[src/design/flash_ctl_pkg.sv]
// Package for the parallel flash erase controller: commands, register map, timing
// Functional notes
// RULE1: A successful block erase leaves every bit of the block at one.
// RULE2: Erase starts with 20h at any address, then D0h inside the block.
// RULE3: Confirm starts erasing the block that holds the confirm address.
// RULE4: A wrong code after setup sets write and erase error bits.
// RULE5: During erase every read returns status on the low data lines.
// RULE6: Erase done sets ready; status read mode holds until next command.
// RULE7: Boot block erase needs unlock voltage or write-protect high with supply.
// RULE8: During erase only suspend may be issued.
// RULE9: Suspended state sets suspend bit and ready bit.
// RULE10: While suspended only read array, resume, read status are issued.
// RULE11: Read array in suspend returns data outside the suspended block.
// RULE12: Resume before the suspend bit sets continues erase at once.
// RULE13: After ready, supply, write or erase error bits mean an error.
// RULE14: Error bits clear only by clear status command 50h.
// RULE15: Supply error bit set blocks further write or erase.
// RULE16: Bits 5 and 4 together mean sequencing error; bit 3 bad supply.
// RULE17: Reset/power-down pin low puts the device in deep power-down.
// RULE18: Chip select high means standby; a running erase continues.
// RULE19: After power-up or reset the status clears and array read starts.
// RULE20: During ramp hold reset low, or hold select high while pulsing reset.
// RULE21: After erase, FFh must be written before array reads.
// RULE22: Suspend bit stays one until erase resume.
// RULE23: Erase error bit sets when erase retries are exhausted.
// RULE24: Erase block is decoded from address bits 12 through 19.
// RULE25: Suspend is B0h, resume is D0h, both at any address.
package flash_ctl_pkg;
  localparam int ADDR_W = 20;
  localparam int DATA_W = 8;
  localparam logic [7:0] CMD_READ_ARRAY = 8'hff;
  localparam logic [7:0] CMD_READ_STATUS = 8'h70;
  localparam logic [7:0] CMD_CLEAR_STATUS = 8'h50;
  localparam logic [7:0] CMD_ERASE_SETUP = 8'h20;
  localparam logic [7:0] CMD_CONFIRM = 8'hd0;
  localparam logic [7:0] CMD_SUSPEND = 8'hb0;
  localparam int SR_SUPPLY = 3;
  localparam int SR_WRITE_ERR = 4;
  localparam int SR_ERASE_ERR = 5;
  localparam int SR_SUSPENDED = 6;
  localparam int SR_READY = 7;
  localparam int BLK_LO = 12;
  localparam int BLK_HI = 19;
  // Software register offsets
  localparam logic [3:0] REG_CTRL = 4'h0;
  localparam logic [3:0] REG_ADDR = 4'h1;
  localparam logic [3:0] REG_STATUS = 4'h2;
  localparam logic [3:0] REG_DATA = 4'h3;
  localparam logic [3:0] REG_ERR = 4'h4;
  localparam logic [3:0] REG_PIN = 4'h5;
  // Control opcodes written to REG_CTRL[2:0]
  localparam logic [2:0] OP_ERASE = 3'h1;
  localparam logic [2:0] OP_SUSPEND = 3'h2;
  localparam logic [2:0] OP_RESUME = 3'h3;
  localparam logic [2:0] OP_CLEAR = 3'h4;
  localparam logic [2:0] OP_READ_ARRAY = 3'h5;
  localparam logic [2:0] OP_READ_STATUS = 3'h6;
  localparam logic [2:0] OP_READ = 3'h7;
  // Bus timing
  localparam int CLK_PERIOD_PS = 5000;
  localparam int T_STROBE_NS = 100;
  localparam int T_RESET_LOW_NS = 60;
  localparam int T_RESET_REC_NS = 1000;
  localparam int STROBE_CYC = (T_STROBE_NS * 1000 + CLK_PERIOD_PS - 1) / CLK_PERIOD_PS;
  localparam int RESET_LOW_CYC = (T_RESET_LOW_NS * 1000 + CLK_PERIOD_PS - 1) / CLK_PERIOD_PS;
  localparam int RESET_REC_CYC = (T_RESET_REC_NS * 1000 + CLK_PERIOD_PS - 1) / CLK_PERIOD_PS;
  localparam int CNT_W = 8;

  typedef struct packed {
    logic chip_sel_n;
    logic wr_n;
    logic rd_n;
    logic [ADDR_W-1:0] addr;
  } flash_ctl_s;

  typedef struct packed {
    logic [DATA_W-1:0] wdata;
    logic wdata_oe;
  } flash_dout_s;

  typedef struct packed {
    logic [2:0] op;
    logic start;
  } order_s;
endpackage

[src/design/flash_bus_cycle.sv]
// Single flash bus cycle engine: one write or one read, timed in clock cycles
`timescale 1ns/1ps
`default_nettype none
module flash_bus_cycle #(
  parameter int STROBE_CYC = 20
) (
  input wire logic clk,
  input wire logic rst_n,
  input wire logic go,
  input wire logic is_read,
  input wire logic [flash_ctl_pkg::ADDR_W-1:0] addr,
  input wire logic [flash_ctl_pkg::DATA_W-1:0] wdata,
  input wire logic [flash_ctl_pkg::DATA_W-1:0] data_in,
  output flash_ctl_pkg::flash_ctl_s ctl,
  output flash_ctl_pkg::flash_dout_s dout,
  output logic [flash_ctl_pkg::DATA_W-1:0] rdata,
  output logic done
);
  import flash_ctl_pkg::*;

  typedef enum logic [1:0] {CY_IDLE, CY_SETUP, CY_STROBE, CY_HOLD} cyc_e;
  cyc_e st_ff;
  logic [CNT_W-1:0] cnt_ff;
  logic rd_ff;
  wire cnt_zero = (cnt_ff == '0);

  always_ff @(posedge clk or negedge rst_n) begin
    if (!rst_n) begin
      st_ff <= CY_IDLE;
      cnt_ff <= '0;
      rd_ff <= 1'b0;
      ctl <= '{chip_sel_n: 1'b1, wr_n: 1'b1, rd_n: 1'b1, addr: '0};
      dout <= '0;
      rdata <= '0;
      done <= 1'b0;
    end else begin
      done <= 1'b0;
      unique case (st_ff)
        CY_IDLE: begin
          if (go) begin
            st_ff <= CY_SETUP;
            rd_ff <= is_read;
            ctl.addr <= addr;
            ctl.chip_sel_n <= 1'b0;
            dout.wdata <= wdata;
            dout.wdata_oe <= !is_read;
          end
        end
        CY_SETUP: begin
          st_ff <= CY_STROBE;
          cnt_ff <= CNT_W'(STROBE_CYC - 1);
          if (rd_ff) begin
            ctl.rd_n <= 1'b0;
          end else begin
            ctl.wr_n <= 1'b0;
          end
        end
        CY_STROBE: begin
          if (cnt_zero) begin
            st_ff <= CY_HOLD;
            ctl.wr_n <= 1'b1;
            ctl.rd_n <= 1'b1;
            if (rd_ff) begin
              rdata <= data_in;
            end
          end else begin
            cnt_ff <= cnt_ff - 1'b1;
          end
        end
        CY_HOLD: begin
          // Chip select released between cycles gives the device standby [RULE18]
          st_ff <= CY_IDLE;
          ctl.chip_sel_n <= 1'b1;
          dout.wdata_oe <= 1'b0;
          done <= 1'b1;
        end
      endcase
    end
  end
endmodule
`default_nettype wire

[src/design/flash_erase_host.sv]
// Host controller that sequences block erase, suspend, resume and status on a flash
`timescale 1ns/1ps
`default_nettype none
module flash_erase_host #(
  parameter int STROBE_CYC = flash_ctl_pkg::STROBE_CYC,
  parameter int RESET_LOW_CYC = flash_ctl_pkg::RESET_LOW_CYC,
  parameter int RESET_REC_CYC = flash_ctl_pkg::RESET_REC_CYC
) (
  input wire logic clk,
  input wire logic arst_n,
  input wire logic [3:0] reg_addr,
  input wire logic [31:0] reg_wdata,
  input wire logic reg_wr,
  input wire logic reg_rd,
  output logic [31:0] reg_rdata,
  output flash_ctl_pkg::flash_ctl_s flash_ctl,
  output flash_ctl_pkg::flash_dout_s flash_dout,
  input wire logic [flash_ctl_pkg::DATA_W-1:0] flash_din,
  output logic reset_powerdown_n,
  output logic boot_unlock_voltage,
  output logic write_protect_n,
  output logic program_supply_high
);
  import flash_ctl_pkg::*;

  // ----------------------------------------------------------------
  // Reset release
  // ----------------------------------------------------------------
  logic [1:0] rst_sync_ff;
  always_ff @(posedge clk or negedge arst_n) begin
    if (!arst_n) begin
      rst_sync_ff <= 2'b00;
    end else begin
      rst_sync_ff <= {rst_sync_ff[0], 1'b1};
    end
  end
  wire rst_n = rst_sync_ff[1];

  // ----------------------------------------------------------------
  // Sequencer
  // ----------------------------------------------------------------
  typedef enum logic [3:0] {
    S_PWRUP, S_RECOVER, S_IDLE, S_SETUP_WR, S_CONFIRM_WR, S_POLL,
    S_SUSP_WR, S_RESUME_WR, S_CMD_WR, S_READ
  } seq_e;
  seq_e st_ff, nxt_st;

  logic [ADDR_W-1:0] addr_ff;
  logic [DATA_W-1:0] status_ff, data_ff;
  logic [2:0] pend_ff;
  logic busy_ff, erasing_ff, suspended_ff, boot_ff, pwrdn_ff, susp_req_ff;
  logic [BLK_HI-BLK_LO:0] blk_ff;
  logic [CNT_W+2:0] tmr_ff;

  wire wr_ctrl = reg_wr && (reg_addr == REG_CTRL);
  wire [2:0] op = reg_wdata[2:0];
  wire cyc_done;
  wire [DATA_W-1:0] cyc_rdata;
  logic cyc_go, cyc_read;
  logic [DATA_W-1:0] cyc_wdata;
  logic [ADDR_W-1:0] cyc_addr;

  // Error decode of a status byte [RULE13] [RULE16]
  function automatic logic [2:0] err_decode(input logic [DATA_W-1:0] sr);
    err_decode[0] = sr[SR_READY] && sr[SR_ERASE_ERR] && sr[SR_WRITE_ERR];
    err_decode[1] = sr[SR_READY] && sr[SR_SUPPLY];
    err_decode[2] = sr[SR_READY] && (sr[SR_ERASE_ERR] || sr[SR_WRITE_ERR] || sr[SR_SUPPLY]);
  endfunction

  wire [2:0] err_now = err_decode(status_ff);
  // Supply error inhibits new erase until cleared [RULE15]
  wire erase_ok = !status_ff[SR_SUPPLY];
  // Legal orders: only suspend while erasing [RULE8], three commands plus read while suspended [RULE10]
  wire op_legal = !busy_ff && !pwrdn_ff && (
    erasing_ff ? (suspended_ff ? (op == OP_RESUME || op == OP_READ_ARRAY ||
                                  op == OP_READ_STATUS || op == OP_READ)
                               : (op == OP_SUSPEND))
               : (op != OP_SUSPEND && op != OP_RESUME &&
                  (op != OP_ERASE || erase_ok)));
  // Reads inside the suspended block are not served by the device [RULE11]
  wire same_blk = (reg_wdata[BLK_HI+8:BLK_LO+8] == blk_ff);
  // Suspend is taken while a running erase is being polled [RULE8]
  wire susp_take = (st_ff == S_POLL) && wr_ctrl && (op == OP_SUSPEND) &&
                   erasing_ff && !suspended_ff;

  always_comb begin
    nxt_st = st_ff;
    cyc_go = 1'b0;
    cyc_read = 1'b0;
    cyc_wdata = CMD_READ_ARRAY;
    cyc_addr = addr_ff;
    unique case (st_ff)
      S_PWRUP: if (tmr_ff == '0) nxt_st = S_RECOVER;
      S_RECOVER: if (tmr_ff == '0) nxt_st = S_IDLE;
      S_IDLE: begin
        if (wr_ctrl && op_legal) begin
          unique case (op)
            OP_ERASE: nxt_st = S_SETUP_WR;
            OP_SUSPEND: nxt_st = S_SUSP_WR;
            OP_RESUME: nxt_st = S_RESUME_WR;
            OP_READ: nxt_st = (suspended_ff && same_blk) ? S_IDLE : S_READ;
            default: nxt_st = S_CMD_WR;
          endcase
        end
      end
      S_SETUP_WR: begin
        cyc_go = 1'b1;
        cyc_wdata = CMD_ERASE_SETUP; // [RULE2]
        if (cyc_done) nxt_st = S_CONFIRM_WR;
      end
      S_CONFIRM_WR: begin
        cyc_go = 1'b1;
        cyc_wdata = CMD_CONFIRM; // [RULE2] [RULE3] [RULE24]
        if (cyc_done) nxt_st = S_POLL;
      end
      S_SUSP_WR, S_RESUME_WR: begin
        cyc_go = 1'b1;
        cyc_wdata = (st_ff == S_SUSP_WR) ? CMD_SUSPEND : CMD_CONFIRM; // [RULE25]
        if (cyc_done) nxt_st = S_POLL;
      end
      S_POLL: begin
        // Any read while erasing gives status [RULE5]
        cyc_go = 1'b1;
        cyc_read = 1'b1;
        if (cyc_done && cyc_rdata[SR_READY]) nxt_st = S_IDLE; // [RULE6]
        else if (cyc_done && susp_req_ff) nxt_st = S_SUSP_WR; // [RULE8]
      end
      S_CMD_WR: begin
        cyc_go = 1'b1;
        cyc_wdata = (pend_ff == OP_CLEAR) ? CMD_CLEAR_STATUS : // [RULE14]
                    (pend_ff == OP_READ_STATUS) ? CMD_READ_STATUS : CMD_READ_ARRAY; // [RULE21]
        if (cyc_done) nxt_st = S_IDLE;
      end
      S_READ: begin
        cyc_go = 1'b1;
        cyc_read = 1'b1;
        if (cyc_done) nxt_st = S_IDLE;
      end
    endcase
  end

  always_ff @(posedge clk or negedge rst_n) begin
    if (!rst_n) begin
      st_ff <= S_PWRUP;
      tmr_ff <= (CNT_W+3)'(RESET_LOW_CYC);
      addr_ff <= '0;
      status_ff <= '0;
      data_ff <= '0;
      pend_ff <= '0;
      busy_ff <= 1'b1;
      erasing_ff <= 1'b0;
      suspended_ff <= 1'b0;
      boot_ff <= 1'b0;
      pwrdn_ff <= 1'b0;
      susp_req_ff <= 1'b0;
      blk_ff <= '0;
      reset_powerdown_n <= 1'b0; // Held low through ramp [RULE20]
      boot_unlock_voltage <= 1'b0;
      write_protect_n <= 1'b1;
      program_supply_high <= 1'b0;
    end else begin
      st_ff <= nxt_st;
      busy_ff <= (nxt_st != S_IDLE);
      if (susp_take) susp_req_ff <= 1'b1;
      if (nxt_st != S_POLL) susp_req_ff <= 1'b0;
      if (tmr_ff != '0) tmr_ff <= tmr_ff - 1'b1;
      if (st_ff == S_PWRUP && tmr_ff == '0) begin
        reset_powerdown_n <= 1'b1;
        tmr_ff <= (CNT_W+3)'(RESET_REC_CYC);
        status_ff <= '0; // Device starts cleared in array read [RULE19]
      end
      if (reg_wr && reg_addr == REG_PIN) begin
        pwrdn_ff <= reg_wdata[0];
        reset_powerdown_n <= !reg_wdata[0]; // [RULE17]
        boot_ff <= reg_wdata[1];
        if (reg_wdata[0]) begin
          // Deep power-down resets the device status and aborts its erase [RULE19]
          status_ff <= '0;
          erasing_ff <= 1'b0;
          suspended_ff <= 1'b0;
        end
      end
      if (st_ff == S_IDLE && wr_ctrl && op_legal) begin
        pend_ff <= op;
        if (op == OP_ERASE) blk_ff <= reg_wdata[BLK_HI+8:BLK_LO+8]; // [RULE24]
        if (op == OP_ERASE || (op == OP_READ && !(suspended_ff && same_blk))) begin
          addr_ff <= reg_wdata[ADDR_W+7:8];
        end
      end
      if (nxt_st == S_SETUP_WR || nxt_st == S_RESUME_WR) begin
        program_supply_high <= 1'b1;
        boot_unlock_voltage <= boot_ff; // [RULE7]
        write_protect_n <= !boot_ff;
      end
      if (st_ff == S_CONFIRM_WR && cyc_done) erasing_ff <= 1'b1;
      if (st_ff == S_RESUME_WR && cyc_done) suspended_ff <= 1'b0; // [RULE12] [RULE22]
      if (st_ff == S_POLL && cyc_done) begin
        status_ff <= cyc_rdata;
        if (cyc_rdata[SR_READY]) begin
          program_supply_high <= 1'b0;
          boot_unlock_voltage <= 1'b0;
          write_protect_n <= 1'b1;
          if (cyc_rdata[SR_SUSPENDED]) begin
            suspended_ff <= 1'b1; // [RULE9]
          end else begin
            // Done; an erase error means retries ran out [RULE23] [RULE1]
            erasing_ff <= 1'b0;
            suspended_ff <= 1'b0;
          end
          // Wrong confirm leaves both error bits [RULE4]
        end
      end
      if (st_ff == S_CMD_WR && cyc_done && pend_ff == OP_CLEAR) begin
        status_ff[SR_ERASE_ERR:SR_SUPPLY] <= '0;
      end
      if (st_ff == S_READ && cyc_done) data_ff <= cyc_rdata;
    end
  end

  // ----------------------------------------------------------------
  // Bus cycle engine
  // ----------------------------------------------------------------
  flash_bus_cycle #(.STROBE_CYC(STROBE_CYC)) u_cycle (
    .clk(clk),
    .rst_n(rst_n),
    .go(cyc_go && !cyc_done),
    .is_read(cyc_read),
    .addr(cyc_addr),
    .wdata(cyc_wdata),
    .data_in(flash_din),
    .ctl(flash_ctl),
    .dout(flash_dout),
    .rdata(cyc_rdata),
    .done(cyc_done)
  );

  // ----------------------------------------------------------------
  // Register read port
  // ----------------------------------------------------------------
  wire [31:0] rd_mux =
    (reg_addr == REG_CTRL) ? {27'h0, pwrdn_ff, suspended_ff, erasing_ff, 1'b0, busy_ff} :
    (reg_addr == REG_ADDR) ? {12'h0, addr_ff} :
    (reg_addr == REG_STATUS) ? {24'h0, status_ff} :
    (reg_addr == REG_DATA) ? {24'h0, data_ff} :
    (reg_addr == REG_ERR) ? {29'h0, err_now} :
    (reg_addr == REG_PIN) ? {30'h0, boot_ff, pwrdn_ff} : 32'h0;

  always_ff @(posedge clk or negedge rst_n) begin
    if (!rst_n) begin
      reg_rdata <= '0;
    end else begin
      reg_rdata <= reg_rd ? rd_mux : 32'h0;
    end
  end
endmodule
`default_nettype wire

[config.mk]
export PLATFORM = sky130hd
export DESIGN_NAME = flash_erase_host
export DESIGN_NICKNAME = d
export VERILOG_FILES = /design/src/design/flash_ctl_pkg.sv /design/src/design/flash_bus_cycle.sv /design/src/design/flash_erase_host.sv
export SDC_FILE = /design/constraint.sdc
export NUM_CORES = 1
export LEC_CHECK = 0
export BUFFER_PORTS_ARGS = -buffer_cell sky130_fd_sc_hd__buf_2
export CAP_MARGIN = 40
export CORE_ASPECT_RATIO = 2
export CORE_UTILIZATION = 40
export CTS_CLUSTER_DIAMETER = 30
export DETAILED_ROUTE_END_ITERATION = 10
export SLEW_MARGIN = 40
export SYNTH_ARGS = -nofsm -noshare
export SYNTH_HDL_FRONTEND = slang
export SYNTH_SLANG_ARGS = --single-unit
[constraint.sdc]
create_clock -name clk -period 4.9 [get_ports clk]
set_clock_uncertainty 0.1 [all_clocks]
set_input_delay 0.49 -clock clk [delete_from_list [all_inputs] [get_ports clk]]
set_output_delay 0.49 -clock clk [all_outputs]
set_load 0.05 [all_outputs]
==> impl_metrics.env, run 1 <==
export IMPL_dpl_cell_area_um2=7330
export IMPL_fin_crit_ns=3.29
export IMPL_drv_slew=0
export IMPL_ios=116
export IMPL_finalNonFillerCells=898
export IMPL_rows=66
export IMPL_crit_cells=6
export IMPL_synth_area_per_cell_um2=11.4
export IMPL_cp_top_family="flip-flops"
export IMPL_dieArea_um2=17400
export IMPL_cts_hold_buf=1
export IMPL_multiInputGateArea_um2=2900
export IMPL_critPathSlowestCell="dfrtp_1"
export IMPL_top_layer_used="met4"
export IMPL_worstPathMaxFanout=22
export IMPL_grt_max_degree=83
export IMPL_crit_chain="nor3b_1 -> o21ai_0 -> inv_1 -> nand2_1 -> buf_4 -> mux2_2"
export IMPL_post_cts_buffers=0
export IMPL_die_h_um=186
export IMPL_yosys_warnings=0
export IMPL_syn_inst=591
export IMPL_wl_met3_um=512
export IMPL_drt_total_wl_um=16400
export IMPL_grt_pass1_wl_um=26500
export IMPL_crit_path_start_kind="flop"
export IMPL_cts_root_buf="clkbuf_16"
export IMPL_hold_viol=0
export IMPL_cp_data_required_time_ns=5.10
export IMPL_io_buffer_count=94
export IMPL_dpl_hpwl_um=11900
export IMPL_avgViaCountPerCell=5.38
export IMPL_status="completed"
export IMPL_clk_pin_slew_ns=0.06
export IMPL_grt_setup_unrepaired="no"
export IMPL_clock_path_buffers=2
export IMPL_grt_pass1_vias=5002
export IMPL_worst_pin_slew_ns=0.703
export IMPL_tns_ns=0
export IMPL_fillCellCount=1510
export IMPL_grt_overflow=0
export IMPL_dr_pass1_iters=4
export IMPL_hold_path_class="reg2async"
export IMPL_clock_latency_ns=0.42
export IMPL_synthArstFlopShare=1.00
export IMPL_drive_gt1_frac=0.319
export IMPL_drtIter0Drc=207
export IMPL_critPathMaxStageDelay_ns=0.77
export IMPL_grt_usage=0.204
export IMPL_fin_nets=734
export IMPL_gp_congestion=0.889
export IMPL_worstRegToRegCells=6
export IMPL_vdd_ir_drop_max_uv=217
export IMPL_max_slew_margin=0.526
export IMPL_coreArea_um2=16400
export IMPL_synth_flop_cell="dfrtp_1"
export IMPL_period_share=0.671
export IMPL_synth_edff_count=0
export IMPL_cts_tree="done"
export IMPL_timing_worst_setup_path_type="reg2reg"
export IMPL_cts_resized=0
export IMPL_area_delta_synth_final_pct=17.6
export IMPL_syn_area_um2=6740
export IMPL_antenna_found_initial=2
export IMPL_max_freq_ghz=0.304
export IMPL_stdcell_area_um2=7920
export IMPL_yosysUniqueCellTypes=67
export IMPL_wl_met1_um=6000
export IMPL_p_per_area_nw_per_um2=488
export IMPL_ys_seq_area_frac=0.533
export IMPL_cts_buffers=17
export IMPL_setup_viol=0
export IMPL_vias=4828
export IMPL_register_area_um2=3590
export IMPL_start_util=0.412
export IMPL_antenna_left=0
export IMPL_die_width_um=93.8
export IMPL_clock_sinks=143
export IMPL_total_power_mw=3.86
export IMPL_leakage_nw=3.96
export IMPL_placed_cells=863
export IMPL_wl_met2_um=8900
export IMPL_htreeDepth=4
export IMPL_wl_per_cell_um=18.3
export IMPL_maxCapViolations=0
export IMPL_endpoint_kind="flop"
export IMPL_ys_ff_latch=143
export IMPL_worst_path_buf_inv=2
export IMPL_crit_arrival_ns=3.49
export IMPL_drc=0
metal layers:
metal  global-route usage  vias up
li1                     -     2247
met1                0.213     2395
met2                0.360      130
met3               0.0429       56
met4                0.140        0
met5                    0        -
flip-flops by register name, indices dropped and copies added (netlist names), 2 cells and up:
signal	count
u_cycle.ctl	23
addr_ff	20
reg_rdata	20
tmr_ff	11
blk_ff	8
data_ff	8
status_ff	8
u_cycle.cnt_ff	8
u_cycle.rdata	8
u_cycle.dout	6
st_ff	4
pend_ff	3
rst_sync_ff	2
u_cycle.st_ff	2
synthesized netlist by cell type, types with 3 or more instances:
cell / instances / area [um^2]
o21ai_0: 22 / 110
a31oi_1: 8 / 50.1
ha_1: 7 / 87.6
or3_1: 7 / 43.8
mux2_2: 50 / 563
dfstp_2: 7 / 184
and3_1: 4 / 25.0
buf_4: 16 / 120
a21oi_1: 20 / 100
buf_2: 3 / 15.0
nor3b_1: 3 / 22.5
xnor2_1: 4 / 35.0
nor2_1: 43 / 161
mux2_4: 20 / 300
mux2i_1: 4 / 40.0
nor2b_1: 6 / 37.5
nor3_1: 11 / 55.1
a211oi_1: 7 / 52.6
inv_1: 19 / 71.3
nand2_1: 40 / 150
a32oi_1: 3 / 26.3
dfrtp_1: 136 / 3400
nand2b_1: 4 / 25.0
nor4_1: 7 / 43.8
o31ai_1: 4 / 30.0
a22o_1: 5 / 43.8
a22oi_1: 9 / 67.6
xor2_1: 11 / 96.3
o21a_1: 3 / 22.5
nand3_1: 13 / 65.1
and2_1: 16 / 100
a21o_1: 5 / 37.5
clkbuf_1: 19 / 71.3
o41ai_1: 3 / 26.3
or2_2: 4 / 25.0
nand3b_1: 6 / 45.0
stage by stage:
| stage | hold WS [ns] | setup slack (ns) | util |
|---|---|---|---|
| 2_1_floorplan | 0.0944 | 0.533 | - |
| 3_3_place_gp | 0.0195 | 1.64 | 0.446 |
| 3_5_place_dp | 0.0300 | 1.63 | 0.448 |
| 4_1_cts | 0.0290 | 1.60 | 0.484 |
| 5_1_grt | 0.0324 | 1.34 | 0.484 |
| 6_report | 0.0249 | 1.61 | 0.484 |
cell families (layout without fill, tap and decap cells):
kind of cell,count (synthesis),count (layout),synth area share
buf+inv,61,151,0.0457
flops,143,143,0.533
simple gates,180,180,0.142
other cells,2,15,0.00112
fa+ha+maj,8,8,0.0145
compound gates,107,107,0.108
xor+xnor,15,15,0.0195
mux,75,75,0.136
path summary, 6_finish.rpt:
kind / start / endpoint / slack, ns
worst max-delay path: st_ff[1]$_DFF_PN0_ / u_cycle.ctl[19]$_DFFE_PN0P_ / 1.61
worst min-delay path: rst_sync_ff[1]$_DFF_PN0_ / program_supply_high$_DFF_PN0_ / 0.02
worst max register to register: st_ff[1]$_DFF_PN0_ / u_cycle.ctl[19]$_DFFE_PN0P_ / 1.61
worst min register to register: rst_sync_ff[1]$_DFF_PN0_ / program_supply_high$_DFF_PN0_ / 0.02
max in group asynchronous: rst_sync_ff[1]$_DFF_PN0_ / u_cycle.cnt_ff[2]$_DFFE_PN0P_ / 3.77
min in group clk: reg_wdata[11] / addr_ff[3]$_DFFE_PN0P_ / 0.20
power by group:
group	switching (mW)	internal, mW	total, mW	leakage [nW]
combinational	0.716	0.372	1.09	1.81
clock	0.495	0.764	1.26	0.272
sequential	0.190	1.33	1.52	1.87
total	1.40	2.46	3.86	3.96
cells in the final DEF (no fill, tap or decap), types with 4 or more instances in the layout:
master,n
and2_1,16
ha_1,7
a211oi_1,7
o21ai_0,22
nand2b_1,4
nor4_1,7
a22oi_1,9
mux2_2,50
mux2i_1,4
o31ai_1,4
inv_1,19
xnor2_1,4
a22o_1,5
xor2_1,11
nand3b_1,6
dfrtp_1,135
clkbuf_1,5
nor2b_1,6
conb_1,13
buf_2,94
and3_1,4
nand2_1,40
clkbuf_16,17
a21oi_1,20
a21o_1,5
or2_2,4
nand3_1,13
nor2_1,43
mux2_4,20
nor3_1,11
dfstp_2,7
a31oi_1,8
or3_1,7
final cells by class:
type                       count  share of cell area
sequential                   143               0.453
multi-input combinational    398               0.366
timing repair buffer         100              0.0672
clock buffer                  23              0.0578
tap                          204              0.0322
clock inverter                 9              0.0141
inverter                      19             0.00901
antenna                        2            0.000632
(Power assumes the default switching activity.)
==> run 2, diff against run 1 <==
==> constraint.sdc (replaced) <==
create_clock -name clk -period 3.35 [get_ports clk]
set_clock_uncertainty 0.1 [all_clocks]
set_input_delay 0.335 -clock clk [delete_from_list [all_inputs] [get_ports clk]]
set_output_delay 0.335 -clock clk [all_outputs]
set_load 0.05 [all_outputs]
==> run 2 against run 1 <==
Net effect: critical path depth is 3 higher; total power is 51% higher; critical path type unchanged; combinational power is 49% higher; sequential share of layout area is 0.66 points lower; final cell count is 0.67% higher; die area stayed put; routed wire length is 3.6% lower; worst setup slack worse by 1.2 ns; via count is 1.1% higher; cell area is 1.5% higher.
==> impl_metrics.env, run 2 (synthesis results as in run 1) <==
export IMPL_die_h_um=186
export IMPL_fillCellCount=1486
export IMPL_grt_max_degree=67
export IMPL_wl_per_cell_um=17.5
export IMPL_grt_pass1_vias=5049
export IMPL_drt_total_wl_um=15800
export IMPL_vias=4880
export IMPL_endpoint_kind="flop"
export IMPL_regMostFlops="u_cycle.ctl"
export IMPL_gr_usage_met2=0.347
export IMPL_grt_setup_unrepaired="no"
export IMPL_finalNonFillerCells=904
export IMPL_worstRegToRegCells=9
export IMPL_cts_resized=0
export IMPL_dr_pass1_iters=4
export IMPL_antenna_left=0
export IMPL_min_delay_path_depth=2
export IMPL_max_freq_ghz=0.342
export IMPL_ios=116
export IMPL_start_util=0.412
export IMPL_largest_register_ffs=23
export IMPL_final_common_cell="dfrtp_1"
export IMPL_clock_sinks=143
export IMPL_clk_pin_slew_ns=0.06
export IMPL_leakage_nw=4.02
export IMPL_dieArea_um2=17400
export IMPL_drtIter0Drc=233
export IMPL_hold_ws_ns=0.0460
export IMPL_antenna_found_initial=1
export IMPL_io_buffer_count=94
export IMPL_period_share=0.874
export IMPL_stdcell_area_um2=8040
export IMPL_cp_data_required_time_ns=3.59
export IMPL_gp_congestion=0.899
export IMPL_coreArea_um2=16400
export IMPL_crit_path_start_kind="flop"
export IMPL_setup_viol=0
export IMPL_post_cts_buffers=0
export IMPL_fin_crit_ns=2.93
export IMPL_hold_viol=0
export IMPL_dpl_hpwl_um=11500
export IMPL_grt_overflow=0
export IMPL_clock_path_buffers=2
export IMPL_met3_usage=0.0429
export IMPL_area_delta_synth_final_pct=19.3
export IMPL_timing_worst_setup_path_type="reg2reg"
export IMPL_largestRegisters="u_cycle.ctl: 23 flops, addr_ff: 20 flops, reg_rdata: 20 flops"
export IMPL_cts_buffers=17
export IMPL_regToRegStartpoint="tmr_ff[0]$_DFFE_PN0P_"
export IMPL_worst_pin_slew_ns=0.706
export IMPL_setup_slack_ns=0.423
export IMPL_reg2reg_slack_ns=0.42
export IMPL_clock_latency_ns=0.42
export IMPL_pre_cts_ws_ns=0.460
export IMPL_vdd_ir_drop_max_uv=440
export IMPL_avgViaCountPerCell=5.40
export IMPL_met1_usage=0.206
export IMPL_drc=0
export IMPL_dpl_cell_area_um2=7380
export IMPL_fin_nets=741
export IMPL_tns_ns=0
export IMPL_crit_arrival_ns=3.17
export IMPL_p_per_area_nw_per_um2=725
export IMPL_register_area_um2=3590
export IMPL_top_usage_layer="met2"
export IMPL_total_power_mw=5.83
export IMPL_placed_cells=869
export IMPL_drv_slew=0
export IMPL_final_core_util=0.492
export IMPL_mostFrequentLayoutCells="dfrtp_1, buf_2, mux2_2"
export IMPL_grt_pass1_wl_um=25400
export IMPL_hold_start="reg_wdata[13]"
export IMPL_maxCapViolations=0
export IMPL_rows=66
export IMPL_hold_path_class="in2reg"
export IMPL_die_width_um=93.8
export IMPL_status="completed"
export IMPL_max_slew_margin=0.523
export IMPL_multiInputGateArea_um2=2880
export IMPL_cts_tree="done"
export IMPL_grt_usage=0.193
export IMPL_cts_hold_buf=1
export IMPL_rr_endpoint="write_protect_n$_DFF_PN1_"
export IMPL_worstPathMaxFanout=3
export IMPL_drive_gt1_frac=0.329
export IMPL_hold_end="addr_ff[5]$_DFFE_PN0P_"
export IMPL_htreeDepth=4
export IMPL_cts_root_buf="clkbuf_16"
==> run 2: cell count changes in the layout (fill, tap and decap cells not counted), sizes merged <==
cell / change
clkinvlp: -1
bufinv: +1
diode: -1
buf: +8
inv: +5
clkbuf: -4
clkinv: -2
==> run 2: where the power goes <==
group / switching, mW / total [mW] / internal (mW) / leakage (nW)
clock: 0.772 / 1.99 / 1.21 / 0.300
combinational: 1.04 / 1.62 / 0.586 / 1.85
sequential: 0.278 / 2.22 / 1.94 / 1.87
total: 2.09 / 5.83 / 3.74 / 4.02
==> run 2: routing by layer <==
metal / vias to the layer above / wire length, um
met5: - / 0
met4: 0 / 603
met3: 35 / 524
met2: 140 / 8780
met1: 2436 / 5910
li1: 2269 / -
==> run 2: how the worst max path moves through the flow <==
stage                           from                   endpoint  cells past startpoint
6_report       tmr_ff[0]$_DFFE_PN0P_  write_protect_n$_DFF_PN1_                      9
5_1_grt        tmr_ff[0]$_DFFE_PN0P_  write_protect_n$_DFF_PN1_                      9
4_1_cts        tmr_ff[0]$_DFFE_PN0P_  write_protect_n$_DFF_PN1_                      9
3_5_place_dp   tmr_ff[0]$_DFFE_PN0P_  write_protect_n$_DFF_PN1_                      9
3_3_place_gp   tmr_ff[0]$_DFFE_PN0P_  write_protect_n$_DFF_PN1_                      9
2_1_floorplan  tmr_ff[0]$_DFFE_PN0P_  write_protect_n$_DFF_PN1_                      9
==> run 2: cell type report <==
type                            count  area share
Sequential cell                   143       0.447
Multi-Input combinational cell    398       0.359
Timing Repair Buffer              107      0.0766
Clock buffer                       20      0.0556
Tap cell                          204      0.0318
Clock inverter                     12      0.0215
Inverter                           19     0.00887
Antenna cell                        1    0.000311
==> run 2: worst max-delay path, stage by stage (launching register included) <==
cell and delay, ns:
dfrtp_1 0.37, inv_1 0.09, ha_1 0.20, or4b_2 0.62, o41ai_1 0.30, a31oi_1 0.17
a31oi_1 0.26, o41ai_1 0.14, and2b_4 0.29, mux2_1 0.32
